[config.mk]
export PLATFORM = sky130hd
export DESIGN_NAME = uaf_top
export DESIGN_NICKNAME = d
export VERILOG_FILES = /design/src/include/uaf_pkg.sv /design/src/hdl/uaf_top.sv /design/src/hdl/uaf_fifo.sv
export SDC_FILE = /design/constraint.sdc
export NUM_CORES = 1
export LEC_CHECK = 0
export BUFFER_PORTS_ARGS = -buffer_cell sky130_fd_sc_hd__clkbuf_2
export CAP_MARGIN = 10
export CORE_UTILIZATION = 50
export DETAILED_ROUTE_END_ITERATION = 12
export PLACE_DENSITY = 0.63
export SKIP_LAST_GASP = 1
export SYNTH_ARGS = -nofsm -noshare
export SYNTH_HDL_FRONTEND = slang
export SYNTH_SLANG_ARGS = --single-unit
[constraint.sdc]
create_clock -name SYS_CLK -period 4.4 [get_ports SYS_CLK]
set_input_delay 0.22 -clock SYS_CLK [delete_from_list [all_inputs] [get_ports SYS_CLK]]
set_output_delay 0.22 -clock SYS_CLK [all_outputs]
set_load 0.01 [all_outputs]
[src/include/uaf_pkg.sv]
/*
 * uaf_pkg: register map, field positions, reset values and serial timing constants
 * for the serial port datapath with automatic request/clear-to-send flow control.
 * assumes: every user writes names out as uaf_pkg::name, nothing is imported.
 */
package uaf_pkg;

	// ----------------------------------------------------------------
	// register offsets
	// ----------------------------------------------------------------
	localparam logic [3:0] A_DATA  = 4'h0;
	localparam logic [3:0] A_IEN   = 4'h1;
	localparam logic [3:0] A_ISRC  = 4'h2;
	localparam logic [3:0] A_LCTL  = 4'h3;
	localparam logic [3:0] A_MCTL  = 4'h4;
	localparam logic [3:0] A_LSTAT = 4'h5;
	localparam logic [3:0] A_EFEAT = 4'h6;
	localparam logic [3:0] A_FDIV  = 4'h7;
	localparam logic [3:0] A_BDIV  = 4'h8;

	// ----------------------------------------------------------------
	// field positions
	// ----------------------------------------------------------------
	localparam int IE_RXD   = 0;
	localparam int IE_THRE  = 1;
	localparam int IE_RTS   = 6;
	localparam int IE_CTS   = 7;
	localparam int FC_EN    = 0;
	localparam int FC_RXCLR = 1;
	localparam int FC_TXCLR = 2;
	localparam int FC_TRIG  = 6;
	localparam int MC_RTS   = 1;
	localparam int EF_ENH   = 4;
	localparam int EF_ARTS  = 6;
	localparam int EF_ACTS  = 7;
	localparam int LC_STOP  = 2;
	localparam int LC_PEN   = 3;
	localparam int LC_EVEN  = 4;
	localparam int FD_OS    = 4;

	// ----------------------------------------------------------------
	// interrupt source codes, reset values
	// ----------------------------------------------------------------
	localparam logic [5:0] IS_NONE = 6'h01;
	localparam logic [5:0] IS_THRE = 6'h02;
	localparam logic [5:0] IS_RXD  = 6'h04;
	localparam logic [5:0] IS_TMO  = 6'h0C;
	localparam logic [5:0] IS_FLOW = 6'h20;
	localparam logic [7:0] LCTL_RST = 8'h03;
	localparam logic [7:0] ZERO_RST = 8'h00;

	// ----------------------------------------------------------------
	// oversampling and fifo levels
	// ----------------------------------------------------------------
	localparam logic [1:0] OS_16 = 2'h0;
	localparam logic [1:0] OS_8  = 2'h1;
	localparam logic [1:0] OS_4  = 2'h2;
	localparam logic [4:0] OS_LEN [4] = '{5'h10, 5'h08, 5'h04, 5'h10};
	localparam int FIFO_AW = 4;
	localparam logic [4:0] FIFO_DEPTH = 5'h10;
	localparam int RX_W = 11;
	localparam logic [4:0] TRIG_LVL [4] = '{5'h01, 5'h04, 5'h08, 5'h0E};
	localparam logic [4:0] RTS_HI [4]   = '{5'h04, 5'h08, 5'h0E, 5'h0E};
	localparam logic [4:0] RTS_LO [4]   = '{5'h00, 5'h01, 5'h08, 5'h0E};
	localparam logic [7:0] TMO_CHARS = 8'h04;
	localparam logic [7:0] TMO_BITS  = 8'h0C;

	typedef enum logic [2:0] {TX_IDLE, TX_START, TX_DATA, TX_PAR, TX_STOP} tx_state_t;
	typedef enum logic [2:0] {RX_IDLE, RX_START, RX_DATA, RX_PAR, RX_STOP} rx_state_t;

endpackage

[src/hdl/uaf_top.sv]
/*
 * uaf_top: serial port transmit and receive datapath with sixteen-entry fifos,
 * receive time-out, and automatic request-to-send / clear-to-send flow control.
 * assumes: plain register port, read data one cycle after the read strobe;
 * RX and CTS_N are asynchronous pins; one clock, asynchronous active-low reset.
 */
// The placing of the registers and the plain strobed port are this design's own decisions.
// Contract
// - bit time is 16, 8 or 4 sampling ticks; shifter sends one bit each.
// - frame is start, data bits, optional parity, then one or two stop bits.
// - data leaves least significant bit first.
// - in fifo mode each holding write pushes the sixteen-byte transmit fifo unless it is already full.
// - non-fifo mode: holding-empty flag sets when byte moves to shifter.
// - fifo mode: holding-empty flag set whenever transmit fifo is empty.
// - interrupt enable bit 1 lets holding-empty raise source bit 1.
// - transmitter-empty flag only when shifter and fifo both empty.
// - start edge resampled after half a bit; high line means false start.
// - data and stop bits sampled mid-bit by the same counting.
// - receive fifo is sixteen entries of character plus three error tags.
// - reading receive holding pops fifo; status tags follow new head at once.
// - enable bit 0 raises receive interrupt per character or at trigger level.
// - data idle four characters plus twelve bits raises receive time-out.
// - automatic request-to-send only with enhanced feature bit 6.
// - enable bit 6 flags request-to-send low-to-high in source bit 5.
// - request-to-send off/on thresholds follow the hysteresis table per trigger.
// - receiver keeps accepting characters until the fifo is full.
// - automatic clear-to-send only with enhanced feature bit 7.
// - enable bit 7 flags clear-to-send going high in source bit 5.
// - with clear-to-send high, transmitter pauses after the current stop bit.
// - fractional divisor bits 5:4 pick 16X, 8X or 4X sampling.
`timescale 1ns/10ps
module uaf_top (
	input  wire logic       SYS_CLK,
	input  wire logic       RSTN,
	input  wire logic [3:0] ADDR,
	input  wire logic [7:0] WDATA,
	input  wire logic       WR,
	input  wire logic       RD,
	output logic      [7:0] RDATA,
	input  wire logic       RX,
	output logic            TX,
	input  wire logic       CTS_N,
	output logic            RTS_N,
	output logic            INT
);

	// ----------------------------------------------------------------
	// helpers
	// ----------------------------------------------------------------
	function automatic logic [7:0] mask_wl(input logic [7:0] d, input logic [1:0] wl);
		return d & (8'hFF >> (2'h3 - wl));
	endfunction

	function automatic logic par_of(input logic [7:0] d, input logic [7:0] lc);
		logic p;
		p = ^mask_wl(d, lc[1:0]);
		return lc[uaf_pkg::LC_EVEN] ? p : ~p;
	endfunction

	function automatic logic is_full(input logic [4:0] cnt, input logic fifo_on);
		return fifo_on ? (cnt == uaf_pkg::FIFO_DEPTH) : (cnt != 5'h00);
	endfunction

	// ----------------------------------------------------------------
	// registers and state
	// ----------------------------------------------------------------
	logic [7:0] ien_r;
	logic [7:0] fctl_r;
	logic [7:0] lctl_r;
	logic [7:0] mctl_r;
	logic [7:0] efeat_r;
	logic [7:0] fdiv_r;
	logic [7:0] bdiv_r;
	logic [7:0] rdata_r;
	logic [2:0] rx_s_r;
	logic [2:0] cts_s_r;
	logic       rx_r;
	logic       rx_prev_r;
	logic       cts_n_r;
	logic       cts_d_r;
	logic [7:0] div_cnt_r;
	logic       tick;
	logic [4:0] os_n;
	logic [2:0] last_bit;
	uaf_pkg::tx_state_t tx_st_r;
	uaf_pkg::rx_state_t rx_st_r;
	logic [4:0] tx_cnt_r;
	logic [2:0] tx_bit_r;
	logic [7:0] tx_sh_r;
	logic       tx_par_r;
	logic       tx_stp_r;
	logic       tx_o_r;
	logic       tx_end;
	logic       tx_go;
	logic [4:0] rx_cnt_r;
	logic [2:0] rx_bit_r;
	logic [7:0] rx_sh_r;
	logic       rx_pe_r;
	logic       rx_pb_r;
	logic       rx_end;
	logic       rx_mid;
	logic [7:0] rx_data;
	logic       rx_push;
	logic       rx_brk;
	logic       oe_r;
	logic [4:0] bt_cnt_r;
	logic [7:0] tmo_cnt_r;
	logic [7:0] tmo_lim;
	logic       tmo_r;
	logic       thre_d_r;
	logic       thri_r;
	logic       flow_r;
	logic       rts_off_r;
	logic       rts_n_r;
	logic       rts_d_r;
	logic       int_r;
	logic [7:0] txf_dout;
	logic [4:0] txf_cnt;
	logic [10:0] rxf_dout;
	logic [4:0] rxf_cnt;
	logic       wr_data;
	logic       rd_data;
	logic       rd_isrc;
	logic       thre;
	logic       temt;
	logic       rxf_empty;
	logic       rxd_cond;
	logic [5:0] isrc;
	logic [7:0] lstat;
	logic [1:0] tsel;

	// ----------------------------------------------------------------
	// register port decode
	// ----------------------------------------------------------------
	assign wr_data   = WR && (ADDR == uaf_pkg::A_DATA);
	assign rd_data   = RD && (ADDR == uaf_pkg::A_DATA) && !rxf_empty;
	assign rd_isrc   = RD && (ADDR == uaf_pkg::A_ISRC);
	assign rxf_empty = (rxf_cnt == 5'h00);
	assign tsel      = fctl_r[uaf_pkg::FC_TRIG +: 2];

	always_ff @(posedge SYS_CLK or negedge RSTN) begin
		if (!RSTN) begin
			ien_r   <= uaf_pkg::ZERO_RST;
			fctl_r  <= uaf_pkg::ZERO_RST;
			lctl_r  <= uaf_pkg::LCTL_RST;
			mctl_r  <= uaf_pkg::ZERO_RST;
			efeat_r <= uaf_pkg::ZERO_RST;
			fdiv_r  <= uaf_pkg::ZERO_RST;
			bdiv_r  <= uaf_pkg::ZERO_RST;
		end else if (WR) begin
			unique case (ADDR)
				// upper enables stay locked until enhanced mode is on
				uaf_pkg::A_IEN: ien_r <= efeat_r[uaf_pkg::EF_ENH] ? WDATA
					: {ien_r[7:4], WDATA[3:0]};
				uaf_pkg::A_ISRC:  fctl_r  <= {WDATA[7:6], 5'h00, WDATA[0]};
				uaf_pkg::A_LCTL:  lctl_r  <= WDATA;
				uaf_pkg::A_MCTL:  mctl_r  <= WDATA;
				uaf_pkg::A_EFEAT: efeat_r <= WDATA;
				uaf_pkg::A_FDIV:  fdiv_r  <= WDATA;
				uaf_pkg::A_BDIV:  bdiv_r  <= WDATA;
				default: ;
			endcase
		end
	end

	always_comb begin
		lstat = {1'b0, temt, thre, 3'h0, oe_r, !rxf_empty};
		if (!rxf_empty) begin
			lstat[4:2] = rxf_dout[10:8];
		end
	end

	always_ff @(posedge SYS_CLK or negedge RSTN) begin
		if (!RSTN) begin
			rdata_r <= 8'h00;
		end else if (RD) begin
			unique case (ADDR)
				uaf_pkg::A_DATA:  rdata_r <= rxf_empty ? 8'h00 : rxf_dout[7:0];
				uaf_pkg::A_IEN:   rdata_r <= ien_r;
				uaf_pkg::A_ISRC:  rdata_r <= {{2{fctl_r[uaf_pkg::FC_EN]}}, isrc};
				uaf_pkg::A_LCTL:  rdata_r <= lctl_r;
				uaf_pkg::A_MCTL:  rdata_r <= mctl_r;
				uaf_pkg::A_LSTAT: rdata_r <= lstat;
				uaf_pkg::A_EFEAT: rdata_r <= efeat_r;
				uaf_pkg::A_FDIV:  rdata_r <= fdiv_r;
				uaf_pkg::A_BDIV:  rdata_r <= bdiv_r;
				default:          rdata_r <= 8'h00;
			endcase
		end else begin
			rdata_r <= 8'h00;
		end
	end

	// ----------------------------------------------------------------
	// pin synchronisers and sampling tick
	// ----------------------------------------------------------------
	always_ff @(posedge SYS_CLK or negedge RSTN) begin
		if (!RSTN) begin
			rx_s_r  <= 3'h7;
			cts_s_r <= 3'h7;
			rx_r    <= 1'b1;
			cts_n_r <= 1'b1;
		end else begin
			rx_s_r  <= {rx_s_r[1:0], RX};
			cts_s_r <= {cts_s_r[1:0], CTS_N};
			if (rx_s_r[1] == rx_s_r[2]) begin
				rx_r <= rx_s_r[2];
			end
			if (cts_s_r[1] == cts_s_r[2]) begin
				cts_n_r <= cts_s_r[2];
			end
		end
	end

	assign tick     = (div_cnt_r == bdiv_r);
	assign os_n     = uaf_pkg::OS_LEN[fdiv_r[uaf_pkg::FD_OS +: 2]];
	assign last_bit = {1'b0, lctl_r[1:0]} + 3'h4;

	always_ff @(posedge SYS_CLK or negedge RSTN) begin
		if (!RSTN) begin
			div_cnt_r <= 8'h00;
		end else begin
			div_cnt_r <= tick ? 8'h00 : div_cnt_r + 8'h01;
		end
	end

	// ----------------------------------------------------------------
	// transmitter
	// ----------------------------------------------------------------
	uaf_fifo #(.W(8)) u_txf (
		.clk   (SYS_CLK),
		.rstn  (RSTN),
		.clr   (WR && ADDR == uaf_pkg::A_ISRC && WDATA[uaf_pkg::FC_TXCLR]),
		.push  (wr_data && !is_full(txf_cnt, fctl_r[uaf_pkg::FC_EN])),
		.din   (WDATA),
		.pop   (tx_go),
		.dout  (txf_dout),
		.count (txf_cnt)
	);

	// pause only between characters, never mid-frame
	assign tx_go  = (tx_st_r == uaf_pkg::TX_IDLE) && (txf_cnt != 5'h00)
		&& !(efeat_r[uaf_pkg::EF_ACTS] && cts_n_r);
	assign tx_end = tick && (tx_cnt_r == os_n - 5'h01);
	assign thre   = (txf_cnt == 5'h00);
	assign temt   = thre && (tx_st_r == uaf_pkg::TX_IDLE);

	always_ff @(posedge SYS_CLK or negedge RSTN) begin
		if (!RSTN) begin
			tx_cnt_r <= 5'h00;
		end else if (tx_st_r == uaf_pkg::TX_IDLE) begin
			tx_cnt_r <= 5'h00;
		end else if (tick) begin
			tx_cnt_r <= tx_end ? 5'h00 : tx_cnt_r + 5'h01;
		end
	end

	always_ff @(posedge SYS_CLK or negedge RSTN) begin
		if (!RSTN) begin
			tx_st_r  <= uaf_pkg::TX_IDLE;
			tx_bit_r <= 3'h0;
			tx_sh_r  <= 8'h00;
			tx_par_r <= 1'b0;
			tx_stp_r <= 1'b0;
			tx_o_r   <= 1'b1;
		end else begin
			unique case (tx_st_r)
				uaf_pkg::TX_IDLE: if (tx_go) begin
					tx_st_r  <= uaf_pkg::TX_START;
					tx_sh_r  <= txf_dout;
					tx_par_r <= par_of(txf_dout, lctl_r);
					tx_o_r   <= 1'b0;
				end
				uaf_pkg::TX_START: if (tx_end) begin
					tx_st_r  <= uaf_pkg::TX_DATA;
					tx_bit_r <= 3'h0;
					tx_o_r   <= tx_sh_r[0];
				end
				uaf_pkg::TX_DATA: if (tx_end) begin
					if (tx_bit_r == last_bit && lctl_r[uaf_pkg::LC_PEN]) begin
						tx_st_r <= uaf_pkg::TX_PAR;
						tx_o_r  <= tx_par_r;
					end else if (tx_bit_r == last_bit) begin
						tx_st_r  <= uaf_pkg::TX_STOP;
						tx_stp_r <= lctl_r[uaf_pkg::LC_STOP];
						tx_o_r   <= 1'b1;
					end else begin
						tx_sh_r  <= tx_sh_r >> 1;
						tx_o_r   <= tx_sh_r[1];
						tx_bit_r <= tx_bit_r + 3'h1;
					end
				end
				uaf_pkg::TX_PAR: if (tx_end) begin
					tx_st_r  <= uaf_pkg::TX_STOP;
					tx_stp_r <= lctl_r[uaf_pkg::LC_STOP];
					tx_o_r   <= 1'b1;
				end
				uaf_pkg::TX_STOP: if (tx_end) begin
					if (tx_stp_r) begin
						tx_stp_r <= 1'b0;
					end else begin
						tx_st_r <= uaf_pkg::TX_IDLE;
					end
				end
			endcase
		end
	end

	// ----------------------------------------------------------------
	// receiver
	// ----------------------------------------------------------------
	assign rx_end  = tick && (rx_cnt_r == os_n - 5'h01);
	assign rx_mid  = tick && (rx_cnt_r == (os_n >> 1) - 5'h01);
	assign rx_data = rx_sh_r >> (2'h3 - lctl_r[1:0]);
	assign rx_brk  = (rx_data == 8'h00) && !rx_r && !rx_pb_r;
	// full fifo drops the character and flags overrun instead
	assign rx_push = (rx_st_r == uaf_pkg::RX_STOP) && rx_end
		&& !is_full(rxf_cnt, fctl_r[uaf_pkg::FC_EN]);

	uaf_fifo #(.W(uaf_pkg::RX_W)) u_rxf (
		.clk   (SYS_CLK),
		.rstn  (RSTN),
		.clr   (WR && ADDR == uaf_pkg::A_ISRC && WDATA[uaf_pkg::FC_RXCLR]),
		.push  (rx_push),
		.din   ({rx_brk, !rx_r, rx_pe_r, rx_data}),
		.pop   (rd_data),
		.dout  (rxf_dout),
		.count (rxf_cnt)
	);

	always_ff @(posedge SYS_CLK or negedge RSTN) begin
		if (!RSTN) begin
			rx_cnt_r <= 5'h00;
		end else if (rx_st_r == uaf_pkg::RX_IDLE) begin
			rx_cnt_r <= 5'h00;
		end else if (tick) begin
			rx_cnt_r <= (rx_end || (rx_st_r == uaf_pkg::RX_START && rx_mid)) ? 5'h00
				: rx_cnt_r + 5'h01;
		end
	end

	always_ff @(posedge SYS_CLK or negedge RSTN) begin
		if (!RSTN) begin
			rx_st_r   <= uaf_pkg::RX_IDLE;
			rx_prev_r <= 1'b1;
			rx_bit_r  <= 3'h0;
			rx_sh_r   <= 8'h00;
			rx_pe_r   <= 1'b0;
			rx_pb_r   <= 1'b0;
		end else begin
			rx_prev_r <= rx_r;
			unique case (rx_st_r)
				uaf_pkg::RX_IDLE: if (rx_prev_r && !rx_r) begin
					rx_st_r <= uaf_pkg::RX_START;
					rx_pe_r <= 1'b0;
					rx_pb_r <= 1'b0;
				end
				uaf_pkg::RX_START: if (rx_mid) begin
					rx_st_r  <= rx_r ? uaf_pkg::RX_IDLE : uaf_pkg::RX_DATA;
					rx_bit_r <= 3'h0;
				end
				uaf_pkg::RX_DATA: if (rx_end) begin
					rx_sh_r  <= {rx_r, rx_sh_r[7:1]};
					rx_bit_r <= rx_bit_r + 3'h1;
					if (rx_bit_r == last_bit) begin
						rx_st_r <= lctl_r[uaf_pkg::LC_PEN] ? uaf_pkg::RX_PAR
							: uaf_pkg::RX_STOP;
					end
				end
				uaf_pkg::RX_PAR: if (rx_end) begin
					rx_pb_r <= rx_r;
					rx_pe_r <= rx_r ^ par_of(rx_data, lctl_r);
					rx_st_r <= uaf_pkg::RX_STOP;
				end
				uaf_pkg::RX_STOP: if (rx_end) begin
					rx_st_r <= uaf_pkg::RX_IDLE;
				end
			endcase
		end
	end

	// overrun: set wins over the status read that clears it
	always_ff @(posedge SYS_CLK or negedge RSTN) begin
		if (!RSTN) begin
			oe_r <= 1'b0;
		end else begin
			oe_r <= ((rx_st_r == uaf_pkg::RX_STOP) && rx_end && !rx_push)
				|| (oe_r && !(RD && ADDR == uaf_pkg::A_LSTAT));
		end
	end

	// ----------------------------------------------------------------
	// receive time-out
	// ----------------------------------------------------------------
	assign tmo_lim = 8'({4'h0, 4'h7 + {2'h0, lctl_r[1:0]} + {3'h0, lctl_r[uaf_pkg::LC_PEN]}
		+ {3'h0, lctl_r[uaf_pkg::LC_STOP]}} * uaf_pkg::TMO_CHARS) + uaf_pkg::TMO_BITS;

	always_ff @(posedge SYS_CLK or negedge RSTN) begin
		if (!RSTN) begin
			bt_cnt_r  <= 5'h00;
			tmo_cnt_r <= 8'h00;
			tmo_r     <= 1'b0;
		end else begin
			if (tick) begin
				bt_cnt_r <= (bt_cnt_r >= os_n - 5'h01) ? 5'h00 : bt_cnt_r + 5'h01;
			end
			if (rx_push || rd_data || rxf_empty) begin
				tmo_cnt_r <= 8'h00;
			end else if (tick && bt_cnt_r == os_n - 5'h01 && tmo_cnt_r != tmo_lim) begin
				tmo_cnt_r <= tmo_cnt_r + 8'h01;
			end
			tmo_r <= (tmo_r && !rd_data && !rxf_empty)
				|| (fctl_r[uaf_pkg::FC_EN] && !rxf_empty && tmo_cnt_r == tmo_lim);
		end
	end

	// ----------------------------------------------------------------
	// request-to-send hysteresis and flow events
	// ----------------------------------------------------------------
	always_ff @(posedge SYS_CLK or negedge RSTN) begin
		if (!RSTN) begin
			rts_off_r <= 1'b0;
			rts_n_r   <= 1'b1;
			rts_d_r   <= 1'b1;
			cts_d_r   <= 1'b1;
		end else begin
			if (rxf_cnt >= uaf_pkg::RTS_HI[tsel]) begin
				rts_off_r <= 1'b1;
			end else if (rxf_cnt <= uaf_pkg::RTS_LO[tsel]) begin
				rts_off_r <= 1'b0;
			end
			// automatic control only runs once software has asserted the pin
			if (efeat_r[uaf_pkg::EF_ARTS] && mctl_r[uaf_pkg::MC_RTS]) begin
				rts_n_r <= rts_off_r;
			end else begin
				rts_n_r <= !mctl_r[uaf_pkg::MC_RTS];
			end
			rts_d_r <= rts_n_r;
			cts_d_r <= cts_n_r;
		end
	end

	// ----------------------------------------------------------------
	// interrupt source
	// ----------------------------------------------------------------
	assign rxd_cond = fctl_r[uaf_pkg::FC_EN] ? (rxf_cnt >= uaf_pkg::TRIG_LVL[tsel])
		: !rxf_empty;

	always_comb begin
		if (ien_r[uaf_pkg::IE_RXD] && tmo_r) begin
			isrc = uaf_pkg::IS_TMO;
		end else if (ien_r[uaf_pkg::IE_RXD] && rxd_cond) begin
			isrc = uaf_pkg::IS_RXD;
		end else if (thri_r) begin
			isrc = uaf_pkg::IS_THRE;
		end else if (flow_r) begin
			isrc = uaf_pkg::IS_FLOW;
		end else begin
			isrc = uaf_pkg::IS_NONE;
		end
	end

	// pending flags: a new event in the clearing cycle is kept
	always_ff @(posedge SYS_CLK or negedge RSTN) begin
		if (!RSTN) begin
			thre_d_r <= 1'b0;
			thri_r   <= 1'b0;
			flow_r   <= 1'b0;
			int_r    <= 1'b0;
		end else begin
			thre_d_r <= thre && ien_r[uaf_pkg::IE_THRE];
			thri_r   <= (thre && ien_r[uaf_pkg::IE_THRE] && !thre_d_r)
				|| (thri_r && ien_r[uaf_pkg::IE_THRE] && !wr_data
				&& !(rd_isrc && isrc == uaf_pkg::IS_THRE));
			flow_r   <= (ien_r[uaf_pkg::IE_RTS] && rts_n_r && !rts_d_r)
				|| (ien_r[uaf_pkg::IE_CTS] && cts_n_r && !cts_d_r)
				|| (flow_r && !(rd_isrc && isrc == uaf_pkg::IS_FLOW));
			int_r    <= (isrc != uaf_pkg::IS_NONE);
		end
	end

	assign RDATA = rdata_r;
	assign TX    = tx_o_r;
	assign RTS_N = rts_n_r;
	assign INT   = int_r;

endmodule

[src/hdl/uaf_fifo.sv]
/*
 * uaf_fifo: sixteen-entry synchronous fifo, head word visible without a read cycle.
 * assumes: one clock; push while full and pop while empty are ignored.
 */
`timescale 1ns/10ps
module uaf_fifo #(
	parameter int W = 8
) (
	input  wire logic         clk,
	input  wire logic         rstn,
	input  wire logic         clr,
	input  wire logic         push,
	input  wire logic [W-1:0] din,
	input  wire logic         pop,
	output logic      [W-1:0] dout,
	output logic      [4:0]   count
);

	logic [W-1:0] mem [uaf_pkg::FIFO_DEPTH];
	logic [uaf_pkg::FIFO_AW-1:0] wp_r;
	logic [uaf_pkg::FIFO_AW-1:0] rp_r;
	logic [4:0] cnt_r;
	logic       do_push;
	logic       do_pop;

	assign do_push = push && (cnt_r != uaf_pkg::FIFO_DEPTH);
	assign do_pop  = pop && (cnt_r != 5'h00);
	assign dout    = mem[rp_r];
	assign count   = cnt_r;

	always_ff @(posedge clk) begin
		if (do_push) begin
			mem[wp_r] <= din;
		end
	end

	always_ff @(posedge clk or negedge rstn) begin
		if (!rstn) begin
			wp_r  <= 4'h0;
			rp_r  <= 4'h0;
			cnt_r <= 5'h00;
		end else if (clr) begin
			wp_r  <= 4'h0;
			rp_r  <= 4'h0;
			cnt_r <= 5'h00;
		end else begin
			if (do_push) begin
				wp_r <= wp_r + 4'h1;
			end
			if (do_pop) begin
				rp_r <= rp_r + 4'h1;
			end
			cnt_r <= cnt_r + {4'h0, do_push} - {4'h0, do_pop};
		end
	end

endmodule

Word level (Yosys, flattened, before mapping)

Memory sizes are Yosys's and may differ from the RTL's.
Cells that the tools add are included.

$add $sub $neg: 23
$mul: 0
Divide/modulo/power cells: 0
$lt $le $gt $ge: 6
Eq/ne operators: 50
Shift-type cells: 2
Muxes and demuxes: 101
Bitwise operators: 7
Reductions and logical operators: 116

Operators with widths:

| cell                                                             | number |
|---|---|
| 5-bit two-way mux                                                | 17 |
| 8-bit two-way mux                                                | 9 |
| 8-bit one-hot mux with 9 select lines                            | 1 |
| 3-bit two-way mux                                                | 22 |
| 1-bit logical AND                                                | 50 |
| 5-bit binary-select mux with 2-bit select                        | 4 |
| 4-bit two-way mux                                                | 8 |
| 3-bit one-hot mux with 5 select lines                            | 2 |
| 1-bit two-way mux                                                | 26 |
| 2-bit != test (second input constant)                            | 13 |
| 6-bit two-way mux                                                | 4 |
| 2-bit nonzero test                                               | 12 |
| 5-bit == test                                                    | 4 |
| 2-bit AND reduction                                              | 9 |
| 4-bit by 1-bit adder with 4-bit output (second input constant)   | 4 |
| 8-bit by 1-bit adder with 8-bit output (second input constant)   | 2 |
| 8-bit bitwise AND                                                | 2 |
| 4-bit by 3-bit == test with 1-bit output (second input constant) | 4 |
| 1-bit zero test                                                  | 16 |
| 8-bit one-hot mux with 2 select lines                            | 1 |
| 8-bit XOR reduction                                              | 2 |
| 5-bit by 1-bit adder with 5-bit output (second input constant)   | 3 |
| 5-bit greater-or-equal comparator                                | 3 |
| 5-bit AND reduction                                              | 3 |
| other kinds (51)                                                 | 84 |

Register bits: 168
Latch bits: 0
Bits in writable memories: 304
Memory bits (read-only): 0
Memories: 2

Memory list:

| name      | words | bits a word | rd ports | clocked after Yosys merged registers in | wr ports | RTL line       | source |
|---|---|---|---|---|---|---|---|
| u_rxf.mem | 16    | 11          | 1        | 0                                       | 1        | uaf_fifo.sv:19 | `logic [W-1:0] mem [uaf_pkg::FIFO_DEPTH];` |
| u_txf.mem | 16    | 8           | 1        | 0                                       | 1        | uaf_fifo.sv:19 |  |

Depth between registers and ports, before layout

Depth in word-level cells: 14
Depth in mapped cells: 16
Gate-level depth less buffers: 15

Cells and area by module

From an unflattened synthesis, not the netlist that was laid out.

Cell total of the unflattened synthesis: 1519
Area total of the unflattened synthesis: 21799.7 sq um

Modules (own cells, without submodules):

| module           | times used | cells each | area each (sq um) |
|---|---|---|---|
| uaf_top          | 1          | 773        | 8087.8 |
| uaf_fifo (u_rxf) | 1          | 416        | 7806.2 |
| uaf_fifo (u_txf) | 1          | 330        | 5905.7 |

Worst setup path before layout

OpenSTA, ideal clock, no wires.

Path type: register to register
From: register lctl_r[0]
To: register tmo_cnt_r[7]
Setup time: 0.127 ns
Data arrival time: 3.304 ns
Data required time: 4.273 ns
Path slack: 0.968 ns
Cell stages (with the launch flop): 17
Buffers on the path: 2
Path through: dfstp_2 -> clkbuf_1 -> inv_1 -> ha_1 -> inv_1 -> ha_1 -> inv_1 -> fa_1 -> ha_1 -> xnor2_1 -> o2111ai_1 -> a211oi_1 -> a311o_1 -> clkbuf_1 -> nor4_1 -> xnor2_1 -> nor2_1

Cells in the longest elaborated chain, start to end: 7

RTL lines:

| element                                  | RTL line       | source |
|---|---|---|
| start, declared                          | uaf_top.sv:69  | `logic [7:0] lctl_r;` |
| start signal, assigned                   | uaf_top.sv:145 | `lctl_r <= uaf_pkg::LCTL_RST;` |
| 3-bit by 2-bit adder with 4-bit output   | uaf_top.sv:395 | `assign tmo_lim = 8'({4'h0, 4'h7 + {2'h0, lctl_r[1:0]} + {3'h0, lctl_r[uaf_pkg::LC_PEN]}` |
| 4-bit by 1-bit adder with 4-bit output   | uaf_top.sv:395 |  |
| 4-bit by 1-bit adder with 4-bit output   | uaf_top.sv:396 | `+ {3'h0, lctl_r[uaf_pkg::LC_STOP]}} * uaf_pkg::TMO_CHARS) + uaf_pkg::TMO_BITS;` |
| 6-bit by 4-bit adder with 7-bit output   | uaf_top.sv:396 |  |
| 8-bit by 7-bit != test with 1-bit output | uaf_top.sv:409 | `end else if (tick && bt_cnt_r == os_n - 5'h01 && tmo_cnt_r != tmo_lim) begin` |
| 1-bit logical AND                        | uaf_top.sv:409 |  |
| 2-bit nonzero test (no line)             | -              |  |
| end signal, assigned                     | uaf_top.sv:410 | `tmo_cnt_r <= tmo_cnt_r + 8'h01;` |
| end, declared                            | uaf_top.sv:107 | `logic [7:0] tmo_cnt_r;` |

Every way passes these cells.
A chain may end at the register's enable or synchronous reset.

Worst setup path after layout

From: register u_rxf.cnt_r[2] (netlist: u_rxf.count[2])
To: register u_rxf.cnt_r[4] (netlist: u_rxf.count[4])

Cells in the longest elaborated chain, start to end: 8
Elaborated cells on any way between the ends: 14
Classes of those cells: add/sub: 2; eq/ne: 2; mux: 2; reduce/logical: 8

RTL lines:

| element                                                    | RTL line                      | source |
|---|---|---|
| start, declared                                            | uaf_fifo.sv:22                | `logic [4:0] cnt_r;` |
| start signal, assigned                                     | uaf_fifo.sv:53                | `cnt_r <= cnt_r + {4'h0, do_push} - {4'h0, do_pop};` |
| 5-bit == test / 5-bit nonzero test (equally long branches) | uaf_top.sv:61, uaf_fifo.sv:27 |  |
| 1-bit two-way mux                                          | uaf_top.sv:61                 | `return fifo_on ? (cnt == uaf_pkg::FIFO_DEPTH) : (cnt != 5'h00);` |
| 1-bit zero test                                            | uaf_top.sv:318                | `&& !is_full(rxf_cnt, fctl_r[uaf_pkg::FC_EN]);` |
| 1-bit logical AND                                          | uaf_top.sv:318                |  |
| 1-bit logical AND                                          | uaf_fifo.sv:26                | `assign do_push = push && (cnt_r != uaf_pkg::FIFO_DEPTH);` |
| 5-bit by 1-bit adder with 5-bit output                     | uaf_fifo.sv:53                |  |
| 5-bit by 1-bit subtractor with 5-bit output *              | uaf_fifo.sv:53                |  |
| 5-bit two-way mux *                                        | uaf_fifo.sv:42                | `end else if (clr) begin` |

Mark *: on every way between the ends. The rest lies on a longest branch, timed or not.

==> results by group <==
Floorplan
  – I/O pins: 29
  – Std-Cell Core Area: 41110 um^2
  – DIE AREA: 42710 um^2
  – Die Ht: 206.7 um
  – Chip Width: 206.7 um
  – # rows: 74
  – Initial Utilization: 50.95%

Yosys
  – Count of unique library cells instantiated by Yosys: 81
  – Syn_area_per_cell: 15.09 um^2
  – Sequential area share after synthesis: 63.75%
  – Mapped Cells: 1388
  – EDFF count, synth: 304
  – YS warnings: 0
  – Async set-or-reset flop fraction in the synthesized netlist: 35.59%
  – Post-Syn Area: 20940 um^2
  – Post-synthesis register bit count: 472
  – Top_reg_cell synth: edfxtp_1
  – Synthesized Nets: 1458

CTS
  – Buffer depth of the longest clock path: 3
  – Worst-Skew Late Latency: 0.59 ns
  – # clock sinks: 472
  – Post-CTS Setup Bufs: 0
  – Resized cells post-CTS: 0
  – Clk root buf: clkbuf_16
  – Worst-path clk slew: 0.06 ns
  – Cts bufs inserted: 48
  – CTS tree: built
  – H-tree depth: 2
  – Post-CTS Hold Buffers: 3

Timing
  – Final setup fails: 0
  – Slew HR: 18.40%
  – Hold slack final: 0.08100 ns
  – Final worst path period share: 80.27%
  – Setup_tns: 0 ns
  – Slew Viols, Final: 0
  – Endpoints failing hold: 0
  – Final min period: 3.532 ns
  – Final Skew: 0.02200 ns
  – Least-Margin Pin Slew: 1.215 ns
  – Fmax: 283.1 MHz
  – Unrepaired setup endpoints after global routing: no

Detailed routing
  – Initial DRC count: 1042
  – DR vias: 11820
  – Pre-Repair DR Iteration Count: 9
  – Final WL: 46100 um
  – # DRC: 2
  – Routed vias/inst: 5.866
  – Detailed-route wire length per cell: 22.88 um
  – Final ANT Viol Nets: 0

Run status
  – Failing checks: DRC
  – Status: finished, violations left

Hold path
  – Worst hold path class: input port to flop

Critical path
  – Worst-path fanout max: 6
  – Worst Path Arrival: 4.04 ns
  – CP endpoint kind: flop
  – Setup Crit Path Kind: flop to flop
  – CP max stage cell: dfrtp_1
  – Flop2flop setup slack: 0.87 ns
  – Worst EP required: 4.90 ns
  – Startpoint Class: flop
  – CP cell instances: inv_1, ha_1, or3b_1, nor2_1, nor2_1, nand2_1, inv_1, ha_1, inv_1, ha_1, fa_1, a21oi_1, nor2_1, or3_1, a21oi_1
  – Max stage delay on crit path: 0.43 ns

GRT
  – Grt ovf: 0
  – Largest net degree at the start of global routing: 101
  – Total GRT Usage: 22.52%
  – Initial antenna violation count: 0
  – First-pass GRT wire length: 71300 um
  – Vias in the first global route: 11649

Cells and area
  – Post-Layout Cell Count: 2015
  – Nets: 1512
  – Max reg flops: 176
  – Final Cell Area: 23420 um^2
  – Top reg by flops: u_rxf.mem
  – Area Overhead vs Synth: 11.80%
  – Share of cells above drive strength 1: 21.19%
  – Biggest regs: u_rxf.mem (176), u_txf.mem (128)

Power
  – Leakage power: 0.008630 uW
  – Pwr dens: 540.2 nW/um^2
  – Max VDD drop: 0.3611 mV

Flow run
  – Max cap viols: 0

Place
  – Port bufs: 28
  – Final GP Congestion: 0.8136
  – Final HPWL DP: 31210 um
  – DP Cell Count: 1921
  – Post-Place Cell Area: 21770 um^2
-- per-stage QoR --
stage	total power, uW	utilization, %	worst slack (ns)
2_1_floorplan	7762	-	0.9681
3_3_place_gp	8548	52.95	1.007
3_5_place_dp	8591	52.95	0.9199
4_1_cts	12760	56.95	0.8999
5_1_grt	13250	56.95	0.6218
6_report	12650	56.96	0.8679
-- cell usage after synthesis, types with 5 or more instances --
cell type  number  area share, %
a21o_1          9           0.32
a22o_1          8           0.33
o31ai_1         5           0.18
and3_1         14           0.42
or3_1           6           0.18
nor2_1         99            1.8
xor2_1         32            1.3
nand2b_1        5           0.15
o21ai_0        33           0.79
nand3_1        33           0.79
dfstp_2        15            1.9
a31oi_1         6           0.18
nand4_1        12           0.36
ha_1           49            2.9
clkbuf_1       43           0.77
nor2b_1        15           0.45
xnor2_1        36            1.5
nand2_1        73            1.3
mux4_2         81            8.7
a22oi_1        22           0.79
nor3_1         15           0.36
mux4_1          8            1.0
buf_2           8           0.19
mux2i_1        18           0.86
and2_1         21           0.63
a221oi_1        8           0.33
edfxtp_1      304             44
inv_1          54           0.97
o22ai_1         5           0.15
nor4_1          5           0.15
a21oi_1        51            1.2
dfrtp_1       153             18
mux2_2         66            3.5
-- layout make-up --
| class | count | area [um^2] |
|---|---|---|
| Timing Repair Buffer | 60 | 431.7 |
| Tap cell | 532 | 665.6 |
| Sequential cell | 472 | 13360 |
| Antenna cell | 1 | 2.502 |
| Multi-Input combinational cell | 804 | 7133 |
| Fill cell | 3243 | 17690 |
| Inverter | 56 | 210.2 |
| Clock buffer | 66 | 1330 |
| Clock inverter | 24 | 287.8 |
-- cells in the final DEF, fill, tap and decap left out, types with 26 or more instances in the layout --
cell type / netlist / final
nand2_1: 73 / 73
clkbuf_2: 0 / 27
xor2_1: 32 / 32
edfxtp_1: 304 / 304
xnor2_1: 36 / 36
a21oi_1: 51 / 51
mux4_2: 81 / 81
buf_4: 1 / 26
o21ai_0: 33 / 33
clkbuf_16: 0 / 49
dfrtp_1: 153 / 150
nor2_1: 99 / 99
inv_1: 54 / 54
mux2_2: 66 / 66
nand3_1: 33 / 33
ha_1: 49 / 49
-- routing by layer --
metal	wire length (um)	global-route usage, %	up-vias
met3	2981	3.972	61
met5	0	0	-
met4	818	5.567	0
met2	19780	31.72	311
li1	-	-	5382
met1	22520	36.04	6066
-- power by group --
part           leakage, uW  switching [uW]  internal (uW)
clock network     0.000776            1730           2420
logic              0.00308            1500           1410
registers          0.00477             438           5150
total              0.00863            3660           8980
-- cell families (layout without fill, tap and decap cells) --
| kind of cell | after synthesis | after routing | synth area share [%] |
|---|---|---|---|
| adders and majority gates | 54 | 54 | 3.310 |
| muxes | 174 | 174 | 14.19 |
| DFF | 472 | 472 | 63.75 |
| other | 1 | 2 | 0.01791 |
| xor gates and xnor gates | 69 | 69 | 2.951 |
| and+or+nand+nor | 327 | 327 | 7.916 |
| buffers and inverters | 112 | 206 | 2.222 |
| AOI/OAI and AO/OA | 179 | 179 | 5.640 |
-- worst paths after layout --
check	to	start	cells past startpoint
max in group asynchronous	cts_s_r[2]	RSTN	3
worst max-delay path	u_rxf.count[4]	u_rxf.count[2]	15
worst min register to register	cts_s_r[1]	cts_s_r[0]	0
worst min-delay path	oe_r	RD	3
worst max register to register	u_rxf.count[4]	u_rxf.count[2]	15
min in group asynchronous	tx_cnt_r[0]	RSTN	2
-- critical path, delay by kind of cell, from the launching register on --
family	cells	cell delay, ns
AO/OA/AOI/OAI	2	0.32
adder cells (fa/ha/maj)	4	1.05
buffers and inverters	3	0.25
flip-flops	1	0.43
AND/OR/NAND/NOR	6	1.41
(Power assumes the default switching activity.)
